<file path="config.mk">
export PLATFORM = sky130hd
export DESIGN_NAME = bfc_fast_charge
export DESIGN_NICKNAME = d
export VERILOG_FILES = /design/src/core/bfc_pkg.sv /design/src/core/bfc_fast_charge.sv
export SDC_FILE = /design/constraint.sdc
export NUM_CORES = 1
export LEC_CHECK = 0
export ABC_AREA = 1
export BUFFER_PORTS_ARGS = -buffer_cell sky130_fd_sc_hd__buf_2
export CELL_PAD_IN_SITES_DETAIL_PLACEMENT = 1
export CELL_PAD_IN_SITES_GLOBAL_PLACEMENT = 2
export CORE_ASPECT_RATIO = 2
export CORE_MARGIN = 2
export CORE_UTILIZATION = 35
export DETAILED_ROUTE_END_ITERATION = 7
export PLACE_DENSITY_LB_ADDON = 0.1
export SLEW_MARGIN = 20
export SYNTH_ARGS = -nofsm -noshare
export SYNTH_HDL_FRONTEND = slang
export SYNTH_SLANG_ARGS = --single-unit
</file>
<file path="constraint.sdc">
create_clock -name clk -period 3.1 [get_ports clk]
set_input_delay 0 -clock clk [delete_from_list [all_inputs] [get_ports clk]]
set_output_delay 0 -clock clk [all_outputs]
set_load 0.01 [all_outputs]
</file>
<file path="src/core/bfc_pkg.sv">
// Package for the fast-charge control block: register map, fields, timing.
// Assumes a 10 MHz system clock and a 16-bit register port.
package bfc_pkg;
  localparam int unsigned CLK_HZ = 10_000_000;
  localparam logic [7:0] ADDR_INT_STATUS = 8'h15;
  localparam logic [7:0] ADDR_CTRL_ONE   = 8'hA8;
  localparam logic [7:0] ADDR_CTRL_TWO   = 8'hA9;
  localparam logic [7:0] ADDR_CTRL_THREE = 8'hAA;
  localparam logic [7:0] ADDR_KEY        = 8'hAB;
  localparam logic [15:0] KEY_UNLOCK     = 16'h9A5C;
  localparam int BIT_FAST_READY  = 9;
  localparam int BIT_FAST_EN     = 5;
  localparam int BIT_THROTTLE_EN = 4;
  localparam int BIT_HOLD        = 14;
  localparam int STS_LSB         = 12;
  localparam int THR_LSB         = 5;
  localparam int ISEL_LSB        = 0;
  localparam int KEY_BIT         = 0;
  localparam logic [1:0] THR_T_RESET = 2'h0;
  localparam logic [3:0] ISEL_RESET = 4'h6;
  localparam logic [3:0] ISEL_OFF   = 4'h0;
  localparam logic [3:0] TIMER_INIT_RESET = 4'hB;
  localparam int TIME_LSB = 8;
  localparam int unsigned TEMP_HOLD_S = 8;
  localparam int unsigned STEP_US_0 = 8;
  localparam int unsigned STEP_US_1 = 16;
  localparam int unsigned STEP_US_2 = 32;
  localparam int unsigned STEP_US_3 = 128;
  localparam int unsigned CYC_PER_US = CLK_HZ / 1_000_000;
  localparam logic [1:0] STS_OFF     = 2'h0;
  localparam logic [1:0] STS_TRICKLE = 2'h1;
  localparam logic [1:0] STS_FAST    = 2'h2;
  typedef enum logic [1:0] {BFC_OFF, BFC_TRICKLE, BFC_FAST} bfc_state_t;
  typedef struct packed {
    logic active;     // Active power state
    logic src_ok;     // Wall selected or USB high power
    logic vsrc_ok;    // Source voltage suitable
    logic vbat_ok;    // Battery above 3.1V
    logic vbat_low;   // Low battery detected
    logic hot;        // Die above 115 C
    logic usb_limit;  // USB current limit reached
  } bfc_sense_t;
endpackage : bfc_pkg

</file>
<file path="src/core/bfc_fast_charge.sv">
// Fast-charge control: conditions, ready event, enable, current limit,
// USB throttling and thermal pause. Analogue sense inputs are async pins.
//
// Added by the designer: the strobed register port.
`timescale 1ns/100ps
module bfc_fast_charge #(
  parameter int unsigned TEMP_HOLD_CYC =
    bfc_pkg::TEMP_HOLD_S * bfc_pkg::CLK_HZ  // 8 s of clock
) (
  input  wire logic              clk,          // 10 MHz clock
  input  wire logic              rst,          // Async reset, high
  input  wire logic [7:0]        reg_addr,     // Register address
  input  wire logic [15:0]       reg_wdata,    // Write data
  input  wire logic              reg_wr,       // Write strobe
  input  wire logic              reg_rd,       // Read strobe
  output logic      [15:0]       reg_rdata,    // Read data, next cycle
  input  wire bfc_pkg::bfc_sense_t sense,      // Async analogue status
  input  wire logic              charge_ena,   // Trickle charge allowed
  output logic      [3:0]        current_set,  // Current code to path
  output logic                   charging,     // Charge current on
  output logic                   eoc_suppress, // Mask end-of-charge
  output logic                   timer_reload  // Reload charge timer
);
  bfc_pkg::bfc_sense_t s1_q, s2_q;
  logic       ce1_q, ce2_q;
  logic       cond, cond_q;
  logic       ready_evt_q, fast_en_q, thr_en_q, hold_q, key_q;
  logic [3:0] isel_q, cur_q;
  logic [1:0] thr_t_q;
  logic [3:0] tinit_q;
  logic       term_q, hot_hold;
  logic [31:0] hot_cnt_q;
  logic [15:0] step_cnt_q, step_len;
  logic       rd_ready, wr_one, wr_two, wr_three;
  bfc_pkg::bfc_state_t state_q;

  // Two-stage synchroniser for every analogue pin
  always_ff @(posedge clk or posedge rst)
  begin
    if (rst)
    begin
      s1_q  <= '0;
      s2_q  <= '0;
      ce1_q <= 1'b0;
      ce2_q <= 1'b0;
    end
    else
    begin
      s1_q  <= sense;
      s2_q  <= s1_q;
      ce1_q <= charge_ena;
      ce2_q <= ce1_q;
    end
  end

  // Conditions satisfied signal
  assign cond = s2_q.active & s2_q.src_ok & s2_q.vsrc_ok & s2_q.vbat_ok
                & ~s2_q.vbat_low;

  // Decoded strobes; writes need the key except the key register itself
  assign rd_ready = reg_rd && (reg_addr == bfc_pkg::ADDR_INT_STATUS);
  assign wr_one   = reg_wr && key_q && (reg_addr == bfc_pkg::ADDR_CTRL_ONE);
  assign wr_two   = reg_wr && key_q && (reg_addr == bfc_pkg::ADDR_CTRL_TWO);
  assign wr_three = reg_wr && key_q
                    && (reg_addr == bfc_pkg::ADDR_CTRL_THREE);

  // Security key: exact unlock value opens, any other value written to the key locks
  always_ff @(posedge clk or posedge rst)
  begin
    if (rst)
      key_q <= 1'b0;
    else if (reg_wr && reg_addr == bfc_pkg::ADDR_KEY)
      key_q <= (reg_wdata == bfc_pkg::KEY_UNLOCK);
  end

  // Ready event: edge of conditions; a new edge wins over the read clear
  always_ff @(posedge clk or posedge rst)
  begin
    if (rst)
    begin
      cond_q      <= 1'b0;
      ready_evt_q <= 1'b0;
    end
    else
    begin
      cond_q <= cond;
      if (cond && !cond_q)
        ready_evt_q <= 1'b1;
      else if (rd_ready)
        ready_evt_q <= 1'b0;
    end
  end

  // Enable bit: forced low without conditions; only the host sets it
  always_ff @(posedge clk or posedge rst)
  begin
    if (rst)
      fast_en_q <= 1'b0;
    else if (!cond)
      fast_en_q <= 1'b0;
    else if (wr_one)
      fast_en_q <= reg_wdata[bfc_pkg::BIT_FAST_EN];
  end

  // Timer reload pulse when a host write flips the enable bit; a forced
  // clear on lapse keeps the count, since a fall back to trickle must not
  // restart the timer
  always_ff @(posedge clk or posedge rst)
  begin
    if (rst)
      timer_reload <= 1'b0;
    else
      timer_reload <= wr_one && cond
                      && (reg_wdata[bfc_pkg::BIT_FAST_EN]
                          != fast_en_q);
  end

  // Control fields behind the key
  always_ff @(posedge clk or posedge rst)
  begin
    if (rst)
    begin
      thr_en_q <= 1'b0;
      hold_q   <= 1'b0;
      isel_q   <= bfc_pkg::ISEL_RESET;
      thr_t_q  <= bfc_pkg::THR_T_RESET;
      tinit_q  <= bfc_pkg::TIMER_INIT_RESET;
    end
    else
    begin
      if (wr_one)
        thr_en_q <= reg_wdata[bfc_pkg::BIT_THROTTLE_EN];
      if (wr_two)
      begin
        hold_q  <= reg_wdata[bfc_pkg::BIT_HOLD];
        isel_q  <= reg_wdata[bfc_pkg::ISEL_LSB +: 4];
        tinit_q <= reg_wdata[bfc_pkg::TIME_LSB +: 4];
      end
      if (wr_three)
        thr_t_q <= reg_wdata[bfc_pkg::THR_LSB +: 2];
    end
  end

  // Charger mode; never moves to fast on its own
  always_ff @(posedge clk or posedge rst)
  begin
    if (rst)
      state_q <= bfc_pkg::BFC_OFF;
    else
    begin
      case (state_q)
        bfc_pkg::BFC_OFF:
          if (ce2_q && !term_q)
            state_q <= bfc_pkg::BFC_TRICKLE;
        bfc_pkg::BFC_TRICKLE:
          if (!ce2_q || term_q)
            state_q <= bfc_pkg::BFC_OFF;
          else if (fast_en_q && cond)
            state_q <= bfc_pkg::BFC_FAST;
        bfc_pkg::BFC_FAST:
          if (!ce2_q || term_q)
            state_q <= bfc_pkg::BFC_OFF;
          else if (!cond || !fast_en_q)
            state_q <= bfc_pkg::BFC_TRICKLE;
        default:
          state_q <= bfc_pkg::BFC_OFF;
      endcase
    end
  end

  // USB limit without throttling ends charging until fast enable drops
  always_ff @(posedge clk or posedge rst)
  begin
    if (rst)
      term_q <= 1'b0;
    else if (!fast_en_q)
      term_q <= 1'b0;
    else if (state_q == bfc_pkg::BFC_FAST && s2_q.usb_limit && !thr_en_q)
      term_q <= 1'b1;
  end

  // Thermal pause: while hot in fast mode, then 8 s after the die cools; always on
  // Re-armed on every hot cycle in fast mode, so the 8 s run from the last such cycle
  always_ff @(posedge clk or posedge rst)
  begin
    if (rst)
      hot_cnt_q <= '0;
    else if (s2_q.hot && state_q == bfc_pkg::BFC_FAST)
      hot_cnt_q <= TEMP_HOLD_CYC;
    else if (hot_cnt_q != '0)
      hot_cnt_q <= hot_cnt_q - 32'h1;
  end
  assign hot_hold = (hot_cnt_q != '0);

  // Step interval chosen by the step-time field
  always_comb
  begin
    case (thr_t_q)
      2'h0:    step_len = 16'(bfc_pkg::STEP_US_0 * bfc_pkg::CYC_PER_US);
      2'h1:    step_len = 16'(bfc_pkg::STEP_US_1 * bfc_pkg::CYC_PER_US);
      2'h2:    step_len = 16'(bfc_pkg::STEP_US_2 * bfc_pkg::CYC_PER_US);
      default: step_len = 16'(bfc_pkg::STEP_US_3 * bfc_pkg::CYC_PER_US);
    endcase
  end

  // Throttle: step down on USB limit, step back up towards the limit
  always_ff @(posedge clk or posedge rst)
  begin
    if (rst)
    begin
      cur_q      <= bfc_pkg::ISEL_OFF;
      step_cnt_q <= '0;
    end
    else if (state_q != bfc_pkg::BFC_FAST)
    begin
      cur_q      <= isel_q;
      step_cnt_q <= '0;
    end
    else if (cur_q > isel_q)
      cur_q <= isel_q;
    else if (step_cnt_q + 16'h1 < step_len)
      step_cnt_q <= step_cnt_q + 16'h1;
    else
    begin
      step_cnt_q <= '0;
      if (thr_en_q && s2_q.usb_limit && cur_q != bfc_pkg::ISEL_OFF)
        cur_q <= cur_q - 4'h1;
      else if (!s2_q.usb_limit && cur_q < isel_q)
        cur_q <= cur_q + 4'h1;
    end
  end

  // Analogue drive; trickle current itself is set elsewhere
  always_ff @(posedge clk or posedge rst)
  begin
    if (rst)
    begin
      current_set  <= bfc_pkg::ISEL_OFF;
      charging     <= 1'b0;
      eoc_suppress <= 1'b0;
    end
    else
    begin
      current_set  <= (state_q == bfc_pkg::BFC_FAST) ? cur_q
                      : bfc_pkg::ISEL_OFF;
      charging     <= (state_q != bfc_pkg::BFC_OFF) && !hold_q
                      && !hot_hold;
      eoc_suppress <= thr_en_q;
    end
  end

  // Read port, data valid in the cycle after the strobe
  always_ff @(posedge clk or posedge rst)
  begin
    if (rst)
      reg_rdata <= '0;
    else if (reg_rd)
    begin
      reg_rdata <= '0;
      case (reg_addr)
        bfc_pkg::ADDR_INT_STATUS:
          reg_rdata[bfc_pkg::BIT_FAST_READY] <= ready_evt_q;
        bfc_pkg::ADDR_CTRL_ONE:
        begin
          reg_rdata[bfc_pkg::BIT_FAST_EN]     <= fast_en_q;
          reg_rdata[bfc_pkg::BIT_THROTTLE_EN] <= thr_en_q;
        end
        bfc_pkg::ADDR_CTRL_TWO:
        begin
          reg_rdata[bfc_pkg::BIT_HOLD]          <= hold_q;
          reg_rdata[bfc_pkg::STS_LSB +: 2]      <=
            (state_q == bfc_pkg::BFC_FAST)    ? bfc_pkg::STS_FAST :
            (state_q == bfc_pkg::BFC_TRICKLE) ? bfc_pkg::STS_TRICKLE :
                                                bfc_pkg::STS_OFF;
          reg_rdata[bfc_pkg::TIME_LSB +: 4]     <= tinit_q;
          reg_rdata[bfc_pkg::ISEL_LSB +: 4]     <= isel_q;
        end
        bfc_pkg::ADDR_CTRL_THREE:
          reg_rdata[bfc_pkg::THR_LSB +: 2] <= thr_t_q;
        bfc_pkg::ADDR_KEY:
          reg_rdata[bfc_pkg::KEY_BIT] <= key_q;
        default:
          reg_rdata <= '0;
      endcase
    end
    else
      reg_rdata <= '0;
  end

  // Checks: enable bit and mode entry
  enable_from_host_a: assert property (
    @(posedge clk) disable iff (rst)
    $rose(fast_en_q) |-> $past(wr_one) && $past(cond))
    else $error("enable bit set without host write and conditions");
  enable_held_low_a: assert property (
    @(posedge clk) disable iff (rst)
    !cond |=> !fast_en_q)
    else $error("enable bit not held low without conditions");
  fast_needs_enable_a: assert property (
    @(posedge clk) disable iff (rst)
    (state_q == bfc_pkg::BFC_FAST && $past(state_q) != bfc_pkg::BFC_FAST)
    |-> $past(fast_en_q) && $past(cond))
    else $error("fast entered without enable and conditions");
  // Ready event: a fresh edge sets it, a read alone clears it
  ready_edge_a: assert property (
    @(posedge clk) disable iff (rst)
    (cond && !cond_q) |=> ready_evt_q)
    else $error("ready event not raised on edge");
  ready_clear_a: assert property (
    @(posedge clk) disable iff (rst)
    (rd_ready && !(cond && !cond_q)) |=> !ready_evt_q)
    else $error("ready event not cleared by read");
  ready_fresh_a: assert property (
    @(posedge clk) disable iff (rst)
    (!ready_evt_q && !(cond && !cond_q)) |=> !ready_evt_q)
    else $error("ready event raised without a fresh edge");
  // Current path; the code out lags the limit by two registers
  current_limit_a: assert property (
    @(posedge clk) disable iff (rst)
    current_set <= $past(isel_q, 2))
    else $error("current above programmed limit");
  hot_pause_a: assert property (
    @(posedge clk) disable iff (rst)
    (s2_q.hot && state_q == bfc_pkg::BFC_FAST) |=> ##1 !charging[*8])
    else $error("charging not paused when hot");
  hold_stops_a: assert property (
    @(posedge clk) disable iff (rst)
    hold_q |=> !charging)
    else $error("charging while held");
  lapse_trickle_a: assert property (
    @(posedge clk) disable iff (rst)
    (state_q == bfc_pkg::BFC_FAST && !cond && ce2_q && !term_q)
    |=> state_q == bfc_pkg::BFC_TRICKLE)
    else $error("no fall back to trickle");
  low_battery_a: assert property (
    @(posedge clk) disable iff (rst)
    (state_q == bfc_pkg::BFC_FAST && s2_q.vbat_low && ce2_q && !term_q)
    |=> state_q == bfc_pkg::BFC_TRICKLE)
    else $error("no fall back to trickle on low battery");
  // USB limit handling
  usb_terminate_a: assert property (
    @(posedge clk) disable iff (rst)
    (state_q == bfc_pkg::BFC_FAST && fast_en_q && s2_q.usb_limit
     && !thr_en_q) |=> ##1 state_q == bfc_pkg::BFC_OFF)
    else $error("charging not ended at USB limit");
  throttle_keeps_a: assert property (
    @(posedge clk) disable iff (rst)
    (state_q == bfc_pkg::BFC_FAST && thr_en_q && !term_q)
    |=> !term_q)
    else $error("throttled charge was terminated");
  eoc_mask_a: assert property (
    @(posedge clk) disable iff (rst)
    thr_en_q |=> eoc_suppress)
    else $error("end of charge not masked while throttling");
  // Register side
  locked_write_a: assert property (
    @(posedge clk) disable iff (rst)
    (reg_wr && !key_q && reg_addr == bfc_pkg::ADDR_CTRL_TWO)
    |=> $stable(isel_q))
    else $error("locked write changed limit");
  state_field_a: assert property (
    @(posedge clk) disable iff (rst)
    (reg_rd && reg_addr == bfc_pkg::ADDR_CTRL_TWO
     && state_q == bfc_pkg::BFC_FAST)
    |=> reg_rdata[bfc_pkg::STS_LSB +: 2] == bfc_pkg::STS_FAST)
    else $error("state field does not show fast mode");
endmodule : bfc_fast_charge

</file>
==> impl_metrics.sql <==
INSERT INTO impl_metrics (metric_group, metric, value, unit) VALUES
('status', 'status', 'complete, no violations', ''),
('clocking', 'tritoncts_clock_tree', 'built', ''),
('timing', 'timing.setup.tns', '0', 'ns'),
('detailed_routing', 'detailroute.via_count', '4673', ''),
('logic_synthesis', 'synth.cell_area', '5540', 'um2'),
('logic_synthesis', 'synthesis.instances', '675', ''),
('detailed_routing', 'drc_errors', '0', ''),
('layout', 'multiInputGateArea', '2390', 'um2'),
('timing', 'final_min_period_over_clock_period', '0.861', ''),
('timing', 'finalWorstPathRequiredPeriod', '2.67', 'ns'),
('logic_synthesis', 'post_synth_edffs', '0', ''),
('timing', 'final-setup-viol-count', '0', ''),
('critical_path', 'critical_path_launch_point_type', 'flip-flop', ''),
('logic_synthesis', 'synth.most_common_cell', 'sky130_fd_sc_hd__nand2_1', ''),
('power', 'worst_supply_voltage_drop_on_vdd', '0.000299', 'V'),
('place', 'gp_weighted_congestion', '0.834', ''),
('die', 'core_area', '15600', 'um2'),
('detailed_routing', 'via_per_inst', '4.80', ''),
('clocking', 'cts-htree-levels', '3', ''),
('critical_path', 'timing_worst_setup_path_type', 'flip-flop to flip-flop', ''),
('die', 'design.die.area', '16900', 'um2'),
('timing', 'finalClockSkew', '0.00951', 'ns'),
('critical_path', 'worst-path-max-fanout', '16', ''),
('layout', 'area_growth_syn_to_fin', '20.4', '%'),
('power', 'post-layout-total-power', '4010', 'uW'),
('timing', 'timing.final.hold_violations', '0', ''),
('layout', 'fillCellCount', '1908', ''),
('clocking', 'cts_hold_buffers', '26', ''),
('critical_path', 'endpoint_kind', 'flip-flop', ''),
('clocking', 'clk_transition_reported_paths', '0.08', 'ns'),
('timing', 'slew_hr', '0.395', ''),
('flow_run', 'cap_viol_max_count', '0', ''),
('logic_synthesis', 'synth_top_cell_by_area', 'sky130_fd_sc_hd__dfrtp_1', ''),
('logic_synthesis', 'yosysUniqueCellTypes', '42', ''),
('global_routing', 'grt_start_max_net_pins', '61', ''),
('global_routing', 'globalRouteTotalUtil', '0.191', ''),
('layout', 'ratio_of_cells_with_drive_above_1_in_the_final_layout', '0.141', ''),
('min_path', 'hold_path.class', 'primary input to flip-flop', ''),
('clocking', 'numCtsBuffers', '9', ''),
('logic_synthesis', 'ys_seq_area_frac', '0.489', ''),
('logic_synthesis', 'async_reset_ff_frac', '1.00', ''),
('layout', 'finalNonFillerCells', '974', ''),
('layout', 'n_antenna_cell', '0', ''),
('logic_synthesis', 'top_flip_flop_cell_by_instance_count_after_synthesis', 'sky130_fd_sc_hd__dfrtp_1', ''),
('layout', 'finish.net_count', '819', ''),
('logic_synthesis', 'postSynthRegisterBits', '108', ''),
('die', 'ioPinCount', '59', ''),
('global_routing', 'globalRouteOverflowTotal', '0', ''),
('logic_synthesis', 'synth-warning-count', '0', ''),
('die', 'placement_rows', '65', ''),
('die', 'start_util', '0.355', ''),
('power', 'power.density', '601', 'nW/um2'),
('detailed_routing', 'drtIter0Drc', '178', ''),
('detailed_routing', 'route.final.wire_length', '15.2', 'mm'),
('clocking', 'post_cts.resized_instances', '0', ''),
('layout', 'final-seq-area', '2710', 'um2'),
('clocking', 'cts.repair_timing.setup_buffer_count', '0', ''),
('place', 'detailed_place_hpwl', '11.4', 'mm'),
('logic_synthesis', 'postSynthAreaPerCell', '8.20', 'um2'),
('die', 'chipHeight', '182', 'um'),
('timing', 'tightest_slew', '0.899', 'ns'),
('place', 'dp_cells', '932', ''),
('timing', 'rsz0062_at_grt', 'no', ''),
('global_routing', 'grt_pass1_vias', '4958', ''),
('timing', 'fmaxAchievable', '375', 'MHz'),
('timing', 'drv_slew', '0', ''),
('global_routing', 'first_pass_grt_wire_length', '25.5', 'mm'),
('clocking', 'clock_latency_late_sink', '0.35', 'ns'),
('clocking', 'cts.root.buffer_cell', 'sky130_fd_sc_hd__clkbuf_16', ''),
('global_routing', 'antenna_found_initial', '0', ''),
('place', 'port_buffers', '56', '');
## metrics by stage
step                      setup WS (ns)  hold WS [ns]  instance area, um2   util
final                             0.432       0.00878                6670  0.427
after global routing              0.105        0.0297                6670  0.427
after CTS                         0.400      0.000325                6670  0.427
after detailed placement          0.437         0.110                6100  0.391
after global placement            0.501         0.108                6100  0.391
after floorplan                   0.263        0.0314                5540      -
## flip-flops by register name (all words and copies together), names as in the netlist, 2 cells and up
signal       cells
step_cnt_q      16
current_set      4
state_q          2
hot_cnt_q       32
thr_t_q          2
reg_rdata       14
cur_q            4
s2_q             7
isel_q           4
tinit_q          4
s1_q             7
## worst max-delay path, stage by stage, from the launching register on
cell	delay (ns)
sky130_fd_sc_hd__dfrtp_1	0.43
sky130_fd_sc_hd__ha_1	0.25
sky130_fd_sc_hd__nand2_1	0.11
sky130_fd_sc_hd__nor2_4	0.22
sky130_fd_sc_hd__nand3_1	0.12
sky130_fd_sc_hd__xor2_1	0.18
sky130_fd_sc_hd__inv_1	0.06
sky130_fd_sc_hd__ha_1	0.28
sky130_fd_sc_hd__nand3_1	0.09
sky130_fd_sc_hd__nor2_1	0.05
sky130_fd_sc_hd__nand2_1	0.08
sky130_fd_sc_hd__nand3_2	0.34
sky130_fd_sc_hd__nand2_1	0.26
sky130_fd_sc_hd__nand2_1	0.07
sky130_fd_sc_hd__nand2_1	0.06
## routing by layer
layer | wire length, um | up-vias | track usage
met2 | 7090 | 84 | 0.311
li1 | - | 2350 | -
met3 | 513 | 11 | 0.0261
met1 | 7350 | 2228 | 0.266
met5 | 0 | - | 0
met4 | 213 | 0 | 0.0535
## power by group
part,internal (uW),switching (uW),total (uW)
Clock,576,602,1180
Combinational,344,629,972
Sequential,1640,218,1860
Total,2560,1450,4010
## cells by family (layout without fill, tap and decap cells)
| family | Yosys count | in the layout | share of synthesized area |
|---|---|---|---|
| other | 1 | 2 | 0.000677 |
| xor gates and xnor gates | 27 | 27 | 0.0427 |
| DFF | 108 | 108 | 0.489 |
| and+or+nand+nor | 348 | 348 | 0.285 |
| adders and majority gates | 15 | 15 | 0.0352 |
| AOI/OAI and AO/OA | 62 | 62 | 0.0667 |
| buffers and inverters | 114 | 211 | 0.0807 |
## layout make-up
| cell class | instances | share of cell area |
|---|---|---|
| flip-flops and latches | 108 | 0.406 |
| inverters | 104 | 0.0589 |
| clock buffers | 9 | 0.0338 |
| well taps | 201 | 0.0377 |
| multi-input cells | 454 | 0.358 |
| repair buffers | 91 | 0.0931 |
| clock inverters | 7 | 0.0120 |
## cells in the final DEF (no fill, tap or decap), drive strengths merged, types with 2 or more instances in the layout
master and instances:
nor2 102, a21oi 15, nor3 26, nor4 14, nand4 21, o21ai 36, nand2 134, clkbuf 9
o22ai 7, dlygate4sd3 26, xor2 20, o31ai 2, conb 2, or2 2, nand3 45, inv 106
ha 14, xnor2 7, buf 65, dfrtp 103, dfstp 5, clkinv 4
## final timing paths
kind                               start             to  slack [ns]  cells past startpoint
setup / recovery           step_cnt_q[0]       cur_q[3]        0.43                     14
hold / removal                    reg_wr     thr_t_q[1]       0.009                      3
setup reg to reg           step_cnt_q[0]       cur_q[3]        0.43                     14
hold reg to reg                  s1_q[6]        s2_q[6]        0.35                      0
max in group asynchronous            rst     tinit_q[0]        2.02                      4
min in group asynchronous            rst  hot_cnt_q[23]        0.28                      3
No activity file was read; power rests on OpenSTA's default activity.
